## src/shared/isq_defines.vh

```
// Purpose: constants of the immediate status query responder
// Assumes: 32-bit register data, byte-wide command and reply streams
// Notes: offsets are byte addresses on the plain register port
`ifndef ISQ_DEFINES_VH
`define ISQ_DEFINES_VH

// ----------------------------------------------------------------
// register map
// ----------------------------------------------------------------
`define ISQ_REG_CTRL 4'h0
`define ISQ_REG_STAT 4'h4
`define ISQ_CTRL_HEX 0
`define ISQ_CTRL_VAR_LO 1
`define ISQ_CTRL_IDX 3
`define ISQ_CTRL_SERVO 4
`define ISQ_CTRL_RST 5'h19
`define ISQ_STAT_BUSY 0
`define ISQ_STAT_KIND_LO 1
`define ISQ_STAT_CNT_LO 16

// ----------------------------------------------------------------
// variants
// ----------------------------------------------------------------
`define ISQ_VAR_BASIC 2'h0
`define ISQ_VAR_EXPAN 2'h1
`define ISQ_VAR_EIGHT 2'h2
`define ISQ_VAR_STEP 2'h3

// ----------------------------------------------------------------
// query kinds and characters
// ----------------------------------------------------------------
`define ISQ_KIND_POS 2'h0
`define ISQ_KIND_CUR 2'h1
`define ISQ_KIND_INP 2'h2
`define ISQ_CH_I 8'h49
`define ISQ_CH_P 8'h50
`define ISQ_CH_Q 8'h51
`define ISQ_CH_S 8'h53
`define ISQ_CH_X 8'h58
`define ISQ_CH_EQ 8'h3D
`define ISQ_CH_CR 8'h0D
`define ISQ_CH_MINUS 8'h2D
`define ISQ_CH_ZERO 8'h30
`define ISQ_CH_ONE 8'h31
`define ISQ_CH_A 8'h41

// ----------------------------------------------------------------
// reply lengths (last digit index) and decimal shift count
// ----------------------------------------------------------------
`define ISQ_POS_HEX_LAST 4'h7
`define ISQ_CUR_HEX_LAST 4'h3
`define ISQ_DEC_SHIFTS 6'h20

`endif

```

## src/isq_responder.v

```verilog
// Purpose: answers position, current and input status queries at once
// Assumes: command bytes and reply bytes come from same-clock link logic
// Notes: lines are CR terminated; other lines are handed to the queue
// Operation
// - hold signed 32-bit position, return on query
// - hex position is exactly eight characters
// - decimal position is full signed range
// - servo current query returns 0.01 A value
// - queries answered immediately, never queued; code drops a query whose CR arrives while a reply is being prepared or sent
// - closed input is 0, open is 1
// - positions without an input read 0
// - basic variant: main inputs one-seven plus index
// - expansion: selector picks main, else top
// - other variants ignore trailing selector
// - eight-input variant gives nine positions
// - stepper: step, direction, enable plus index
// - energized circuit is low, closed
// - L means low, H means high
// - format setting picks hex or decimal
//
// Decided for this implementation: strobed register access and the register addresses.
`timescale 1ns/1ns
`default_nettype none
`include "isq_defines.vh"

module isq_responder (
    // clock and reset
    input wire mclk,
    input wire arst_n,
    // register port
    input wire [3:0] reg_addr,
    input wire [31:0] reg_wdata,
    input wire reg_wr,
    input wire reg_rd,
    output reg [31:0] reg_rdata_ff,
    // command bytes in
    input wire rx_valid,
    input wire [7:0] rx_data,
    // reply bytes out
    output wire tx_valid,
    output reg [7:0] tx_data_ff,
    input wire tx_ready,
    // lines that belong to the buffered queue
    output reg queue_line_ff,
    // measured values
    input wire [31:0] position,
    input wire [15:0] current_rms,
    // input pins, high while energized
    input wire [7:0] main_in_energized,
    input wire [7:0] top_in_energized,
    input wire [2:0] stp_in_energized,
    input wire index_energized
);

localparam S_IDLE = 3'h0;
localparam S_PREP = 3'h1;
localparam S_CONV = 3'h2;
localparam S_HDR = 3'h3;
localparam S_SIGN = 3'h4;
localparam S_VAL = 3'h5;
localparam S_CR = 3'h6;

reg [4:0] ctrl_ff;
reg [15:0] cnt_ff;
reg [2:0] state_ff;
reg [2:0] nxt_state;
reg [1:0] hdr_ff;
reg [1:0] nxt_hdr;
reg [3:0] dig_ff;
reg [3:0] nxt_dig;
reg [7:0] nxt_char;
reg [1:0] kind_ff;
reg fmt_hex_ff;
reg [31:0] val_ff;
reg [7:0] c0_ff;
reg [7:0] c1_ff;
reg [7:0] c2_ff;
reg [1:0] len_ff;
reg [19:0] sync1_ff;
reg [19:0] sync2_ff;

wire hex_mode;
wire [1:0] variant;
wire conv_done;
wire conv_neg;
wire [39:0] bcd;
wire [8:0] in_bits;
wire [3:0] in_last;
wire [3:0] lead;
wire [3:0] start_dig;
wire line_end;
wire is_pos;
wire is_cur;
wire is_inp;
wire is_query;
wire send;
wire dec_path;

assign hex_mode = ctrl_ff[`ISQ_CTRL_HEX];
assign variant = ctrl_ff[`ISQ_CTRL_VAR_LO +: 2];

// ----------------------------------------------------------------
// pin synchronisers
// ----------------------------------------------------------------
always @(posedge mclk or negedge arst_n) begin
    if (!arst_n) begin
        sync1_ff <= 20'h00000;
        sync2_ff <= 20'h00000;
    end else begin
        sync1_ff <= {index_energized, stp_in_energized, top_in_energized,
                     main_in_energized};
        sync2_ff <= sync1_ff;
    end
end

// ----------------------------------------------------------------
// register port
// ----------------------------------------------------------------
always @(posedge mclk or negedge arst_n) begin
    if (!arst_n) begin
        ctrl_ff <= `ISQ_CTRL_RST;
        reg_rdata_ff <= 32'h00000000;
    end else begin
        if (reg_wr && reg_addr == `ISQ_REG_CTRL)
            ctrl_ff <= reg_wdata[4:0];
        reg_rdata_ff <= 32'h00000000;
        if (reg_rd && reg_addr == `ISQ_REG_CTRL)
            reg_rdata_ff <= {27'h0000000, ctrl_ff};
        else if (reg_rd && reg_addr == `ISQ_REG_STAT)
            reg_rdata_ff <= {cnt_ff, 13'h0000, kind_ff, state_ff != S_IDLE};
    end
end

// ----------------------------------------------------------------
// line parser
// ----------------------------------------------------------------
assign line_end = rx_valid && rx_data == `ISQ_CH_CR;
assign is_pos = len_ff == 2'h2 && c0_ff == `ISQ_CH_I && c1_ff == `ISQ_CH_P;
assign is_cur = len_ff == 2'h2 && c0_ff == `ISQ_CH_I && c1_ff == `ISQ_CH_Q &&
                ctrl_ff[`ISQ_CTRL_SERVO];
assign is_inp = c0_ff == `ISQ_CH_I && c1_ff == `ISQ_CH_S &&
                (len_ff == 2'h2 || (len_ff == 2'h3 && c2_ff == `ISQ_CH_X));
assign is_query = is_pos | is_cur | is_inp;

always @(posedge mclk or negedge arst_n) begin
    if (!arst_n) begin
        c0_ff <= 8'h00;
        c1_ff <= 8'h00;
        c2_ff <= 8'h00;
        len_ff <= 2'h0;
        queue_line_ff <= 1'b0;
    end else begin
        queue_line_ff <= 1'b0;
        if (line_end) begin
            len_ff <= 2'h0;
            // non-queries, L and H parameters, queued
            queue_line_ff <= ~is_query && len_ff != 2'h0;
        end else if (rx_valid) begin
            // long lines saturate and never match a query
            if (len_ff == 2'h0)
                c0_ff <= rx_data;
            if (len_ff == 2'h1)
                c1_ff <= rx_data;
            if (len_ff == 2'h2)
                c2_ff <= rx_data;
            if (len_ff != 2'h3)
                len_ff <= len_ff + 2'h1;
            else
                c0_ff <= 8'h00;
        end
    end
end

// ----------------------------------------------------------------
// value sources
// ----------------------------------------------------------------
isq_dec_conv u_conv (
    .mclk(mclk),
    .arst_n(arst_n),
    .start(state_ff == S_PREP && dec_path),
    .value(val_ff),
    .done_ff(conv_done),
    .neg_ff(conv_neg),
    .bcd_ff(bcd)
);

isq_in_map u_map (
    .mclk(mclk),
    .arst_n(arst_n),
    .capture(state_ff == S_IDLE && line_end && is_inp),
    .variant(variant),
    .x_sel(len_ff == 2'h3),
    .index_fitted(ctrl_ff[`ISQ_CTRL_IDX]),
    .main_in(sync2_ff[7:0]),
    .top_in(sync2_ff[15:8]),
    .stp_in(sync2_ff[18:16]),
    .index_in(sync2_ff[19]),
    .bits_ff(in_bits),
    .last_ff(in_last)
);

function [3:0] lead_of;
    input [39:0] d;
    integer i;
    begin
        lead_of = 4'h0;
        for (i = 0; i < 10; i = i + 1)
            if (d[i*4 +: 4] != 4'h0)
                lead_of = i[3:0];
    end
endfunction

function [7:0] hex_char;
    input [3:0] n;
    begin
        hex_char = (n < 4'hA) ? `ISQ_CH_ZERO + {4'h0, n} :
                   `ISQ_CH_A + {4'h0, n} - 8'h0A;
    end
endfunction

assign lead = lead_of(bcd);
assign dec_path = ~fmt_hex_ff && kind_ff != `ISQ_KIND_INP;
assign start_dig = (kind_ff == `ISQ_KIND_INP) ? in_last :
                   ~fmt_hex_ff ? lead :
                   (kind_ff == `ISQ_KIND_POS) ? `ISQ_POS_HEX_LAST : `ISQ_CUR_HEX_LAST;
assign send = state_ff == S_HDR || state_ff == S_SIGN ||
              state_ff == S_VAL || state_ff == S_CR;
assign tx_valid = send;

// ----------------------------------------------------------------
// reply sequencer
// ----------------------------------------------------------------
always @* begin
    nxt_state = state_ff;
    nxt_hdr = hdr_ff;
    nxt_dig = dig_ff;
    case (state_ff)
        S_IDLE: begin
            if (line_end && is_query)
                nxt_state = S_PREP;
        end
        S_PREP: begin
            nxt_hdr = 2'h0;
            nxt_state = dec_path ? S_CONV : S_HDR;
        end
        S_CONV: begin
            if (conv_done)
                nxt_state = S_HDR;
        end
        S_HDR: begin
            if (tx_ready) begin
                nxt_hdr = hdr_ff + 2'h1;
                nxt_dig = start_dig;
                if (hdr_ff == 2'h2)
                    nxt_state = (dec_path && conv_neg) ? S_SIGN : S_VAL;
            end
        end
        S_SIGN: begin
            if (tx_ready)
                nxt_state = S_VAL;
        end
        S_VAL: begin
            if (tx_ready) begin
                nxt_dig = dig_ff - 4'h1;
                if (dig_ff == 4'h0)
                    nxt_state = S_CR;
            end
        end
        S_CR: begin
            if (tx_ready)
                nxt_state = S_IDLE;
        end
        default: nxt_state = S_IDLE;
    endcase
end

always @* begin
    nxt_char = `ISQ_CH_CR;
    case (nxt_state)
        S_HDR: begin
            if (nxt_hdr == 2'h0)
                nxt_char = `ISQ_CH_I;
            else if (nxt_hdr == 2'h2)
                nxt_char = `ISQ_CH_EQ;
            else if (kind_ff == `ISQ_KIND_POS)
                nxt_char = `ISQ_CH_P;
            else if (kind_ff == `ISQ_KIND_CUR)
                nxt_char = `ISQ_CH_Q;
            else
                nxt_char = `ISQ_CH_S;
        end
        S_SIGN: nxt_char = `ISQ_CH_MINUS;
        S_VAL: begin
            // open reads 1, unused reads 0
            if (kind_ff == `ISQ_KIND_INP)
                nxt_char = in_bits[nxt_dig] ? `ISQ_CH_ONE : `ISQ_CH_ZERO;
            else if (fmt_hex_ff)
                nxt_char = hex_char(val_ff[{nxt_dig[2:0], 2'h0} +: 4]);
            else
                nxt_char = `ISQ_CH_ZERO + {4'h0, bcd[{nxt_dig, 2'h0} +: 4]};
        end
        default: nxt_char = `ISQ_CH_CR;
    endcase
end

always @(posedge mclk or negedge arst_n) begin
    if (!arst_n) begin
        state_ff <= S_IDLE;
        hdr_ff <= 2'h0;
        dig_ff <= 4'h0;
        tx_data_ff <= `ISQ_CH_CR;
        kind_ff <= `ISQ_KIND_POS;
        fmt_hex_ff <= 1'b1;
        val_ff <= 32'h00000000;
        cnt_ff <= 16'h0000;
    end else begin
        state_ff <= nxt_state;
        hdr_ff <= nxt_hdr;
        dig_ff <= nxt_dig;
        tx_data_ff <= nxt_char;
        if (state_ff == S_IDLE && line_end && is_query) begin
            fmt_hex_ff <= hex_mode;
            if (is_pos) begin
                kind_ff <= `ISQ_KIND_POS;
                val_ff <= position;
            end else if (is_cur) begin
                kind_ff <= `ISQ_KIND_CUR;
                val_ff <= {{16{current_rms[15]}}, current_rms};
            end else begin
                kind_ff <= `ISQ_KIND_INP;
            end
        end
        if (state_ff == S_CR && tx_ready)
            cnt_ff <= cnt_ff + 16'h0001;
    end
end

endmodule
`default_nettype wire

```

## src/isq_dec_conv.v

```verilog
// Purpose: signed 32-bit binary to ten BCD digits, one bit per clock
// Assumes: start is a one-cycle pulse while idle
// Notes: done pulses 33 cycles after start; outputs hold until next start
`timescale 1ns/1ns
`default_nettype none
`include "isq_defines.vh"

module isq_dec_conv (
    // clock and reset
    input wire mclk,
    input wire arst_n,
    // request
    input wire start,
    input wire [31:0] value,
    // result
    output reg done_ff,
    output reg neg_ff,
    output reg [39:0] bcd_ff
);

reg [31:0] mag_ff;
reg [5:0] cnt_ff;
reg run_ff;
wire [39:0] adj;

// ----------------------------------------------------------------
// add three to every digit above four before each shift
// ----------------------------------------------------------------
genvar g;
generate
    for (g = 0; g < 10; g = g + 1) begin : g_adj
        assign adj[g*4 +: 4] = (bcd_ff[g*4 +: 4] > 4'h4) ?
                               bcd_ff[g*4 +: 4] + 4'h3 : bcd_ff[g*4 +: 4];
    end
endgenerate

always @(posedge mclk or negedge arst_n) begin
    if (!arst_n) begin
        mag_ff <= 32'h00000000;
        cnt_ff <= 6'h00;
        run_ff <= 1'b0;
        done_ff <= 1'b0;
        neg_ff <= 1'b0;
        bcd_ff <= 40'h0000000000;
    end else begin
        done_ff <= 1'b0;
        if (start) begin
            // magnitude of the most negative value still fits unsigned
            mag_ff <= value[31] ? (~value + 32'h00000001) : value;
            neg_ff <= value[31];
            bcd_ff <= 40'h0000000000;
            cnt_ff <= 6'h00;
            run_ff <= 1'b1;
        end else if (run_ff) begin
            bcd_ff <= {adj[38:0], mag_ff[31]};
            mag_ff <= {mag_ff[30:0], 1'b0};
            cnt_ff <= cnt_ff + 6'h01;
            if (cnt_ff == `ISQ_DEC_SHIFTS - 6'h01) begin
                run_ff <= 1'b0;
                done_ff <= 1'b1;
            end
        end
    end
end

endmodule
`default_nettype wire

```

## src/isq_in_map.v

```verilog
// Purpose: snapshot of input status positions for the input query
// Assumes: pin levels already synchronised, high while energized
// Notes: bit 0 is the rightmost reply character
`timescale 1ns/1ns
`default_nettype none
`include "isq_defines.vh"

module isq_in_map (
    // clock and reset
    input wire mclk,
    input wire arst_n,
    // control
    input wire capture,
    input wire [1:0] variant,
    input wire x_sel,
    input wire index_fitted,
    // synchronised pins
    input wire [7:0] main_in,
    input wire [7:0] top_in,
    input wire [2:0] stp_in,
    input wire index_in,
    // snapshot
    output reg [8:0] bits_ff,
    output reg [3:0] last_ff
);

reg [8:0] nxt_bits;
reg [3:0] nxt_last;
wire idx_open;

// not fitted index reads as unused position
assign idx_open = index_fitted & ~index_in;

always @* begin
    nxt_bits = 9'h000;
    nxt_last = 4'h7;
    case (variant)
        `ISQ_VAR_EXPAN: begin
            if (x_sel)
                nxt_bits = {1'b0, idx_open, ~main_in[6:0]};
            else
                nxt_bits = {1'b0, ~top_in};
        end
        `ISQ_VAR_EIGHT: begin
            nxt_bits = {idx_open, ~main_in};
            nxt_last = 4'h8;
        end
        `ISQ_VAR_STEP: begin
            nxt_bits = {1'b0, idx_open, 4'h0, ~stp_in};
        end
        default: begin
            nxt_bits = {1'b0, idx_open, ~main_in[6:0]};
        end
    endcase
end

always @(posedge mclk or negedge arst_n) begin
    if (!arst_n) begin
        bits_ff <= 9'h000;
        last_ff <= 4'h7;
    end else if (capture) begin
        bits_ff <= nxt_bits;
        last_ff <= nxt_last;
    end
end

endmodule
`default_nettype wire

```

## config.mk

```make
export PLATFORM = sky130hd
export DESIGN_NAME = isq_responder
export DESIGN_NICKNAME = d
export VERILOG_FILES = /design/src/isq_responder.v /design/src/isq_dec_conv.v /design/src/isq_in_map.v
export VERILOG_INCLUDE_DIRS = /design/src /design/src/shared
export SDC_FILE = /design/constraint.sdc
export NUM_CORES = 1
export LEC_CHECK = 0
export BUFFER_PORTS_ARGS = -buffer_cell sky130_fd_sc_hd__buf_2
export CORE_AREA = 2 2 247 127
export CTS_CLUSTER_DIAMETER = 100
export DETAILED_ROUTE_END_ITERATION = 8
export DIE_AREA = 0 0 249 129
export PLACE_DENSITY = 0.59
export SLEW_MARGIN = 40
export SYNTH_ARGS = -nofsm -noshare
export SYNTH_HDL_FRONTEND = slang
export SYNTH_HIERARCHICAL = 1
export SYNTH_SLANG_ARGS = --single-unit
```

## constraint.sdc

```tcl
create_clock -name mclk -period 3.65 [get_ports mclk]
set_input_delay 0.365 -clock mclk [delete_from_list [all_inputs] [get_ports mclk]]
set_output_delay 0.365 -clock mclk [all_outputs]
set_load 0.005 [all_outputs]
```

Word level (Yosys, flattened, before mapping)

Cells that the tools add are included.

Bits in registers: 266
Bits of input ports: 118
Logic and storage cells: 228

Add/sub/neg operators: 20
Order comparisons: 12
Equality and inequality tests: 30
Shift-type cells: 2
Multiplexer cells: 77
Bitwise operators: 12
Reductions and logical operators: 50

Operators with widths:

| cell                  | count |
|---|---|
| $mux 32               | 7 |
| $mux 4                | 22 |
| $mux 40               | 2 |
| $mux 8                | 6 |
| $eq 8x7->1 const B    | 5 |
| $gt 4x3->1 const B    | 10 |
| $shiftx 40x7->4       | 1 |
| $add 4x2->4 const B   | 9 |
| $reduce_bool 4->1     | 9 |
| $add 32x1->32 const B | 1 |
| $not 32->32           | 1 |
| $shiftx 32x6->4       | 1 |
| $mux 3                | 10 |
| $pmux 9 s3            | 1 |
| $pmux 8 s3            | 1 |
| $pmux 3 s7            | 1 |
| $logic_and 1x1->1     | 20 |
| $add 16x1->16 const B | 1 |
| $mux 2                | 8 |
| $not 8->8             | 2 |
| $eq 3x3->1 const B    | 5 |
| $add 6x4->7 const A   | 2 |
| $eq 2x2->1 const B    | 7 |
| $mux 7                | 2 |
| other kinds (33)      | 69 |

Logic depth before layout (Yosys ltp)

Word-level depth: 21
Depth in mapped cells: 15

By module

Netlist, hierarchy kept.

Modules (own cells, without submodules):

| module        | instances | cells an instance | area each (µm²) | seq. area each (µm²) |
|---|---|---|---|---|
| isq_responder | 1         | 703               | 7577.3          | 4012.6 |
| isq_dec_conv  | 1         | 535               | 4824.6          | 2026.9 |
| isq_in_map    | 1         | 73                | 673.1           | 276.5 |

Worst setup path after synthesis

Ideal clock, no wire load.

Path type: reg-to-reg
Start point: reg u_conv.bcd_ff[16]
End point: reg tx_data_ff[6]
Setup time: 0.121 ns
Arrival: 2.999 ns
Data required time: 3.529 ns
Slack: 0.530 ns
Stages on the path, launching flop included: 13
Buffers on the path: 2
Path through: dfrtp_1 > nor4_1 > o211ai_2 > a311o_1 > and2_1 > buf_6 > inv_4 > buf_6 > mux4_2 > mux2i_2 > ha_1 > o21ai_0 > a22o_1

Word-level cells in the longest chain between the ends: 18
Elaborated cells between the ends (all ways): 22
Classes of those cells: add/sub (4); order compare (1); shift (2); mux (14); reduce/logical (1)

Ends and longest elaborated chain:

| element                                   | RTL line            | text |
|---|---|---|
| start: declaration                        | isq_dec_conv.v:18   | `output reg [39:0] bcd_ff` |
| start signal: assignment                  | isq_dec_conv.v:55   | `bcd_ff <= {adj[38:0], mag_ff[31]};` |
| $reduce_bool 4->1 (*)                     | isq_responder.v:208 | `if (d[i*4 +: 4] != 4'h0)` |
| $mux 4 (*) (6 in series)                  | isq_responder.v:208 |  |
| $mux 4 (no source line) (*) (2 in series) | --                  |  |
| $mux 4 (*)                                | isq_responder.v:251 | `if (tx_ready) begin` |
| $pmux 4 s2 (*)                            | isq_responder.v:237 | `case (state_ff)` |
| via nxt_dig[1]                            | isq_responder.v:70  | `reg [3:0] nxt_dig;` |
| $shiftx 32x6->4                           | isq_responder.v:298 | `nxt_char = hex_char(val_ff[{nxt_dig[2:0], 2'h0} +: 4]);` |
| $add 7x4->8 (no source line)              | --                  |  |
| $sub 8x4->8 (no source line)              | --                  |  |
| $mux 8                                    | isq_responder.v:216 | `` hex_char = (n < 4'hA) ? `ISQ_CH_ZERO + {4'h0, n} : `` |
| $mux 8 (*)                                | isq_responder.v:297 | `else if (fmt_hex_ff)` |
| $mux 8 (*)                                | isq_responder.v:295 | `` if (kind_ff == `ISQ_KIND_INP) `` |
| $pmux 8 s3 (*)                            | isq_responder.v:279 | `case (nxt_state)` |
| via nxt_char[6]                           | isq_responder.v:71  | `reg [7:0] nxt_char;` |
| end signal: assignment                    | isq_responder.v:311 | `` tx_data_ff <= `ISQ_CH_CR; `` |
| end signal: assignment                    | isq_responder.v:320 | `tx_data_ff <= nxt_char;` |
| end: declaration                          | isq_responder.v:41  | `output reg [7:0] tx_data_ff,` |

The timed path passes the listed nets; every way through them passes the cells marked *.
A chain may end at the register's enable or synchronous reset.

Final worst setup path

Start point: reg state_ff[2]
End point: reg tx_data_ff[1]

Word-level cells in the longest chain between the ends: 9
Elaborated cells between the ends (all ways): 36
Classes of those cells: add/sub (4); order compare (1); eq/ne (10); shift (2); mux (17); reduce/logical (2)

Ends and longest elaborated chain:

| element                                  | RTL line            | text |
|---|---|---|
| start: declaration                       | isq_responder.v:65  | `reg [2:0] state_ff;` |
| start signal: assignment                 | isq_responder.v:317 | `state_ff <= nxt_state;` |
| $eq 3x3->1 or $eq 3x2->1 (tied branches) | isq_responder.v:237 |  |
| $pmux 4 s2                               | isq_responder.v:237 |  |
| $shiftx 32x6->4                          | isq_responder.v:298 |  |
| $add 7x4->8 (no source line)             | --                  |  |
| $sub 8x4->8 (no source line)             | --                  |  |
| $mux 8                                   | isq_responder.v:216 |  |
| $mux 8                                   | isq_responder.v:297 |  |
| $mux 8                                   | isq_responder.v:295 |  |
| $pmux 8 s3 (*)                           | isq_responder.v:279 |  |
| via nxt_char[1]                          | isq_responder.v:71  |  |

Marked as above.

==> results.md <==
- Htree depth: 1
- GR Util All Layers: 0.212
- Synthesized area: 13100 sq um
- Vias per cell: 5.47
- Async SR Flop Fraction: 1.00
- Fmax: 0.286 GHz
- Clk root buf: clkbuf_16
- Status: complete, no violations
- Clock transition at path regs: 0.07 ns
- Reg-to-reg slack, setup: 0.16 ns
- Initial Utilization: 0.437
- Hold Path Depth: 2
- Top_reg_cell synth: dfrtp_1
- HP Class: input port to flop
- Static Leak: 0.00701 uW
- Crit end category: flop
- Vias in the first global route: 9865
- Worst clock skew: 0.0145 ns
- Core footprint: 29900 sq um
- DR WL/cell: 17.7 um
- Worst-Skew Late Latency: 0.54 ns
- Initial antenna violation count: 0
- Final nets: 1584
- Total Neg Setup Slack: 0 ns
- RSZ-0062 raised after global routing: no
- Post-Place Worst Slack: 0.264 ns
- Period minus WS final: 3.49 ns
- Worst path required time: 4.08 ns
- Relative slew slack: 0.438
- Worst Hold Endpoint: ctrl_ff[2]$_DFFE_PN0P_
- Die Area: 32100 sq um
- Worst Path Arrival: 3.92 ns
- R2R Path End: tx_data_ff[1]$_DFF_PN0_
- Post-synth EDFFs: 0
- Iteration-0 DRC count of the detailed router: 796
- R2r startpoint: state_ff[2]$_DFF_PN0_
- Setup Buffers After CTS: 0
- Final setup viols: 0
- Final Cycle Share: 0.957
- Slew Viols, Final: 0
- Final setup margin: 0.157 ns
- Filler cells: 2737
- Row Count: 45
- Largest net degree at the start of global routing: 101
- Hold Startpoint: reg_wdata[2]
- Final HPWL DP: 23400 um
- Synth cell types: 85
- Syn. warnings: 6
- First-pass GRT wire length: 54600 um
- WL final: 33000 um
- Total power: 7820 uW
- Final-report hold violation count: 0
- Worst Setup Start Kind: flop
- Placed cells: 1797
- Max Root-Sink Buffers: 3
- Die height: 129 um
- PortBufs: 120
- Worst Tran Pin Value: 0.840 ns
- Synth-to-Final Area Change: 17.1%
- Fin area: 15300 sq um
- Gpl congestion: 0.874
- Dpl cell area: 14200 sq um
- VDD IR max: 326 uV
- Worst r2r path cells: 10
- Critical Setup Path Class: flop to flop
- Share of cells above drive strength 1: 0.188
- Clock sinks: 252
- GR Overflow Total: 0
- Io pins: 160
- PwrDens: 511 nW/um^2
- Max Cap Violations: 0
- Seq cells post-synth: 252
- Routed Antenna Nets: 0
- Seq/Total Area, Yosys: 0.483
- Die X: 249 um
- Drt pass-1 iters: 5
- Syn avg cell area: 9.97 sq um
- Clock buffer count from CTS: 24
- Post-synthesis cell count: 1311
- Ant diodes: 0
- Post-route insts no fill: 1863
- Via count: 10200
- CTS tree: done
- Worst Path Max Fanout: 13
- # DRC: 0
==> cells in the final DEF, fill, tap and decap left out, types with 7 or more instances in the layout <==
cell type,netlist,layout
buf_4,15,34
nand3_1,42,42
or3_1,12,12
mux2_2,28,28
or4_1,8,8
buf_2,10,119
nor2_1,80,78
nor2b_1,29,28
nand4_1,7,7
dfstp_2,8,8
xnor2_1,29,29
nor4_1,16,13
and2_1,27,27
nand2b_1,19,19
a21oi_1,84,84
conb_1,1,12
nand2_1,112,111
clkbuf_16,0,25
dfrtp_1,244,243
inv_1,55,55
nor3_1,12,12
o21ai_0,99,99
and3_1,9,9
xor2_1,33,33
ha_1,20,20
a211oi_1,34,34
mux2i_1,70,70
dlygate4sd3_1,0,21
o31ai_1,18,18
==> report_power, final <==
part	leakage (uW)	switching (uW)	internal [uW]
sequential	0.00331	211	3070
combinational	0.00329	1040	755
clock	0.000410	1140	1600
total	0.00701	2390	5420
==> registers in the layout, indices dropped and copies added, names as in the netlist, 2 cells and up <==
| signal | cells |
|---|---|
| reg_rdata_ff | 21 |
| c2_ff | 8 |
| len_ff | 2 |
| state_ff | 3 |
| ctrl_ff | 5 |
| sync2_ff | 20 |
| u_conv/cnt_ff | 6 |
| hdr_ff | 2 |
| u_conv/bcd_ff | 40 |
| dig_ff | 4 |
| u_conv/mag_ff | 32 |
| val_ff | 32 |
| kind_ff | 2 |
| cnt_ff | 16 |
| c1_ff | 8 |
| sync1_ff | 20 |
| tx_data_ff | 7 |
| u_map/bits_ff | 9 |
| u_map/last_ff | 2 |
| c0_ff | 8 |
==> critical path, stage by stage (launching register included) <==
cell,delay [ns]
dfrtp_1,0.57
nand2b_1,0.24
a21boi_0,0.36
nor4b_1,0.15
a211oi_4,0.76
mux2i_1,0.34
o22ai_1,0.11
nor2_1,0.24
buf_4,0.20
o21ai_0,0.08
a211o_1,0.30
==> synthesized netlist by cell type (4+ instances only) <==
cell / number / area [sq um]
nor3b_1: 6 / 45.0
nand3b_1: 5 / 37.5
nor2_1: 80 / 300
dfrtp_1: 244 / 6110
o22ai_1: 5 / 31.3
mux2_2: 28 / 315
nor4b_1: 6 / 52.6
a21o_1: 5 / 37.5
a311oi_1: 4 / 35.0
a21oi_1: 84 / 420
o31ai_1: 18 / 135
nand3_1: 42 / 210
a31oi_1: 5 / 31.3
nor4bb_1: 4 / 40.0
o211ai_1: 4 / 30.0
or3b_1: 4 / 35.0
ha_1: 20 / 250
mux4_2: 6 / 135
xnor2_1: 29 / 254
or3_1: 12 / 75.1
nor2b_1: 29 / 181
o21ai_0: 99 / 495
clkbuf_1: 53 / 199
and2_1: 27 / 169
mux2i_1: 70 / 701
or4_1: 8 / 60.1
inv_1: 55 / 206
buf_2: 10 / 50.1
xor2_1: 33 / 289
a211oi_1: 34 / 255
o41ai_1: 5 / 43.8
and3_1: 9 / 56.3
dfstp_2: 8 / 210
o22a_1: 4 / 35.0
nand4_1: 7 / 43.8
nor4_1: 16 / 100
buf_4: 15 / 113
nand2b_1: 19 / 119
nand2_1: 112 / 420
nor3_1: 12 / 60.1
==> routing by layer <==
| metal | GRT usage | wire length [um] | part of all wire | up-vias |
|---|---|---|---|---|
| met3 | 0.0417 | 2060 | 0.062 | 37 |
| met1 | 0.346 | 17900 | 0.54 | 4976 |
| met4 | 0.0321 | 419 | 0.013 | 0 |
| met5 | 0 | 0 | 0 | - |
| li1 | - | - | - | 4914 |
| met2 | 0.288 | 12700 | 0.38 | 255 |
==> area by class of cell <==
| class | instances | area, sq um | share of cell area |
|---|---|---|---|
| repair buffers | 181 | 1200 | 0.0781 |
| clock inverters | 13 | 179 | 0.0117 |
| well taps | 399 | 499 | 0.0326 |
| multi-input cells | 929 | 6220 | 0.406 |
| flip-flops and latches | 252 | 6320 | 0.413 |
| inverters | 58 | 220 | 0.0144 |
| clock buffers | 31 | 678 | 0.0443 |
==> what timing repair did <==
item                                    in CTS  in global routing
endpoints found under the hold margin       85                  0
gates resized for setup                      0                  1
endpoints found under the setup margin       0                  5
hold buffers                                21                  0
==> through the flow <==
stage	util	hold WS, ns
finish	0.512	0.0602
global route	0.512	0.0538
CTS	0.511	0.0480
detailed placement	0.475	0.335
global placement	0.475	0.336
floorplan	-	0.0694
==> how the worst max path moves through the flow <==
| stage | slack (ns) | endpoint | startpoint | cells after the start |
|---|---|---|---|---|
| after CTS | 0.23 | tx_data_ff[6]$_DFF_PN0_ | u_conv/bcd_ff[20]$_DFFE_PN0P_ | 10 |
| after floorplan | 0.53 | tx_data_ff[6]$_DFF_PN0_ | u_conv/bcd_ff[16]$_DFFE_PN0P_ | 12 |
| after detailed placement | 0.26 | tx_data_ff[6]$_DFF_PN0_ | u_conv/bcd_ff[20]$_DFFE_PN0P_ | 10 |
| final | 0.16 | tx_data_ff[1]$_DFF_PN0_ | state_ff[2]$_DFF_PN0_ | 10 |
| after global routing | 0.03 | tx_data_ff[1]$_DFF_PN0_ | state_ff[2]$_DFF_PN0_ | 10 |
| after global placement | 0.23 | tx_data_ff[6]$_DFF_PN0_ | u_conv/bcd_ff[20]$_DFFE_PN0P_ | 10 |
==> cells by family (layout without fill, tap and decap cells) <==
| logic type | Yosys count | after routing | synth area share |
|---|---|---|---|
| simple gates | 423 | 423 | 0.172 |
| compound gates | 306 | 306 | 0.146 |
| flops | 252 | 252 | 0.483 |
| buf+inv | 141 | 283 | 0.0477 |
| mux | 106 | 106 | 0.0902 |
| xor+xnor | 62 | 62 | 0.0415 |
| fa+ha+maj | 20 | 20 | 0.0191 |
| other cells | 1 | 12 | 0.000287 |
Note: power is estimated with default switching activity, not from simulation.
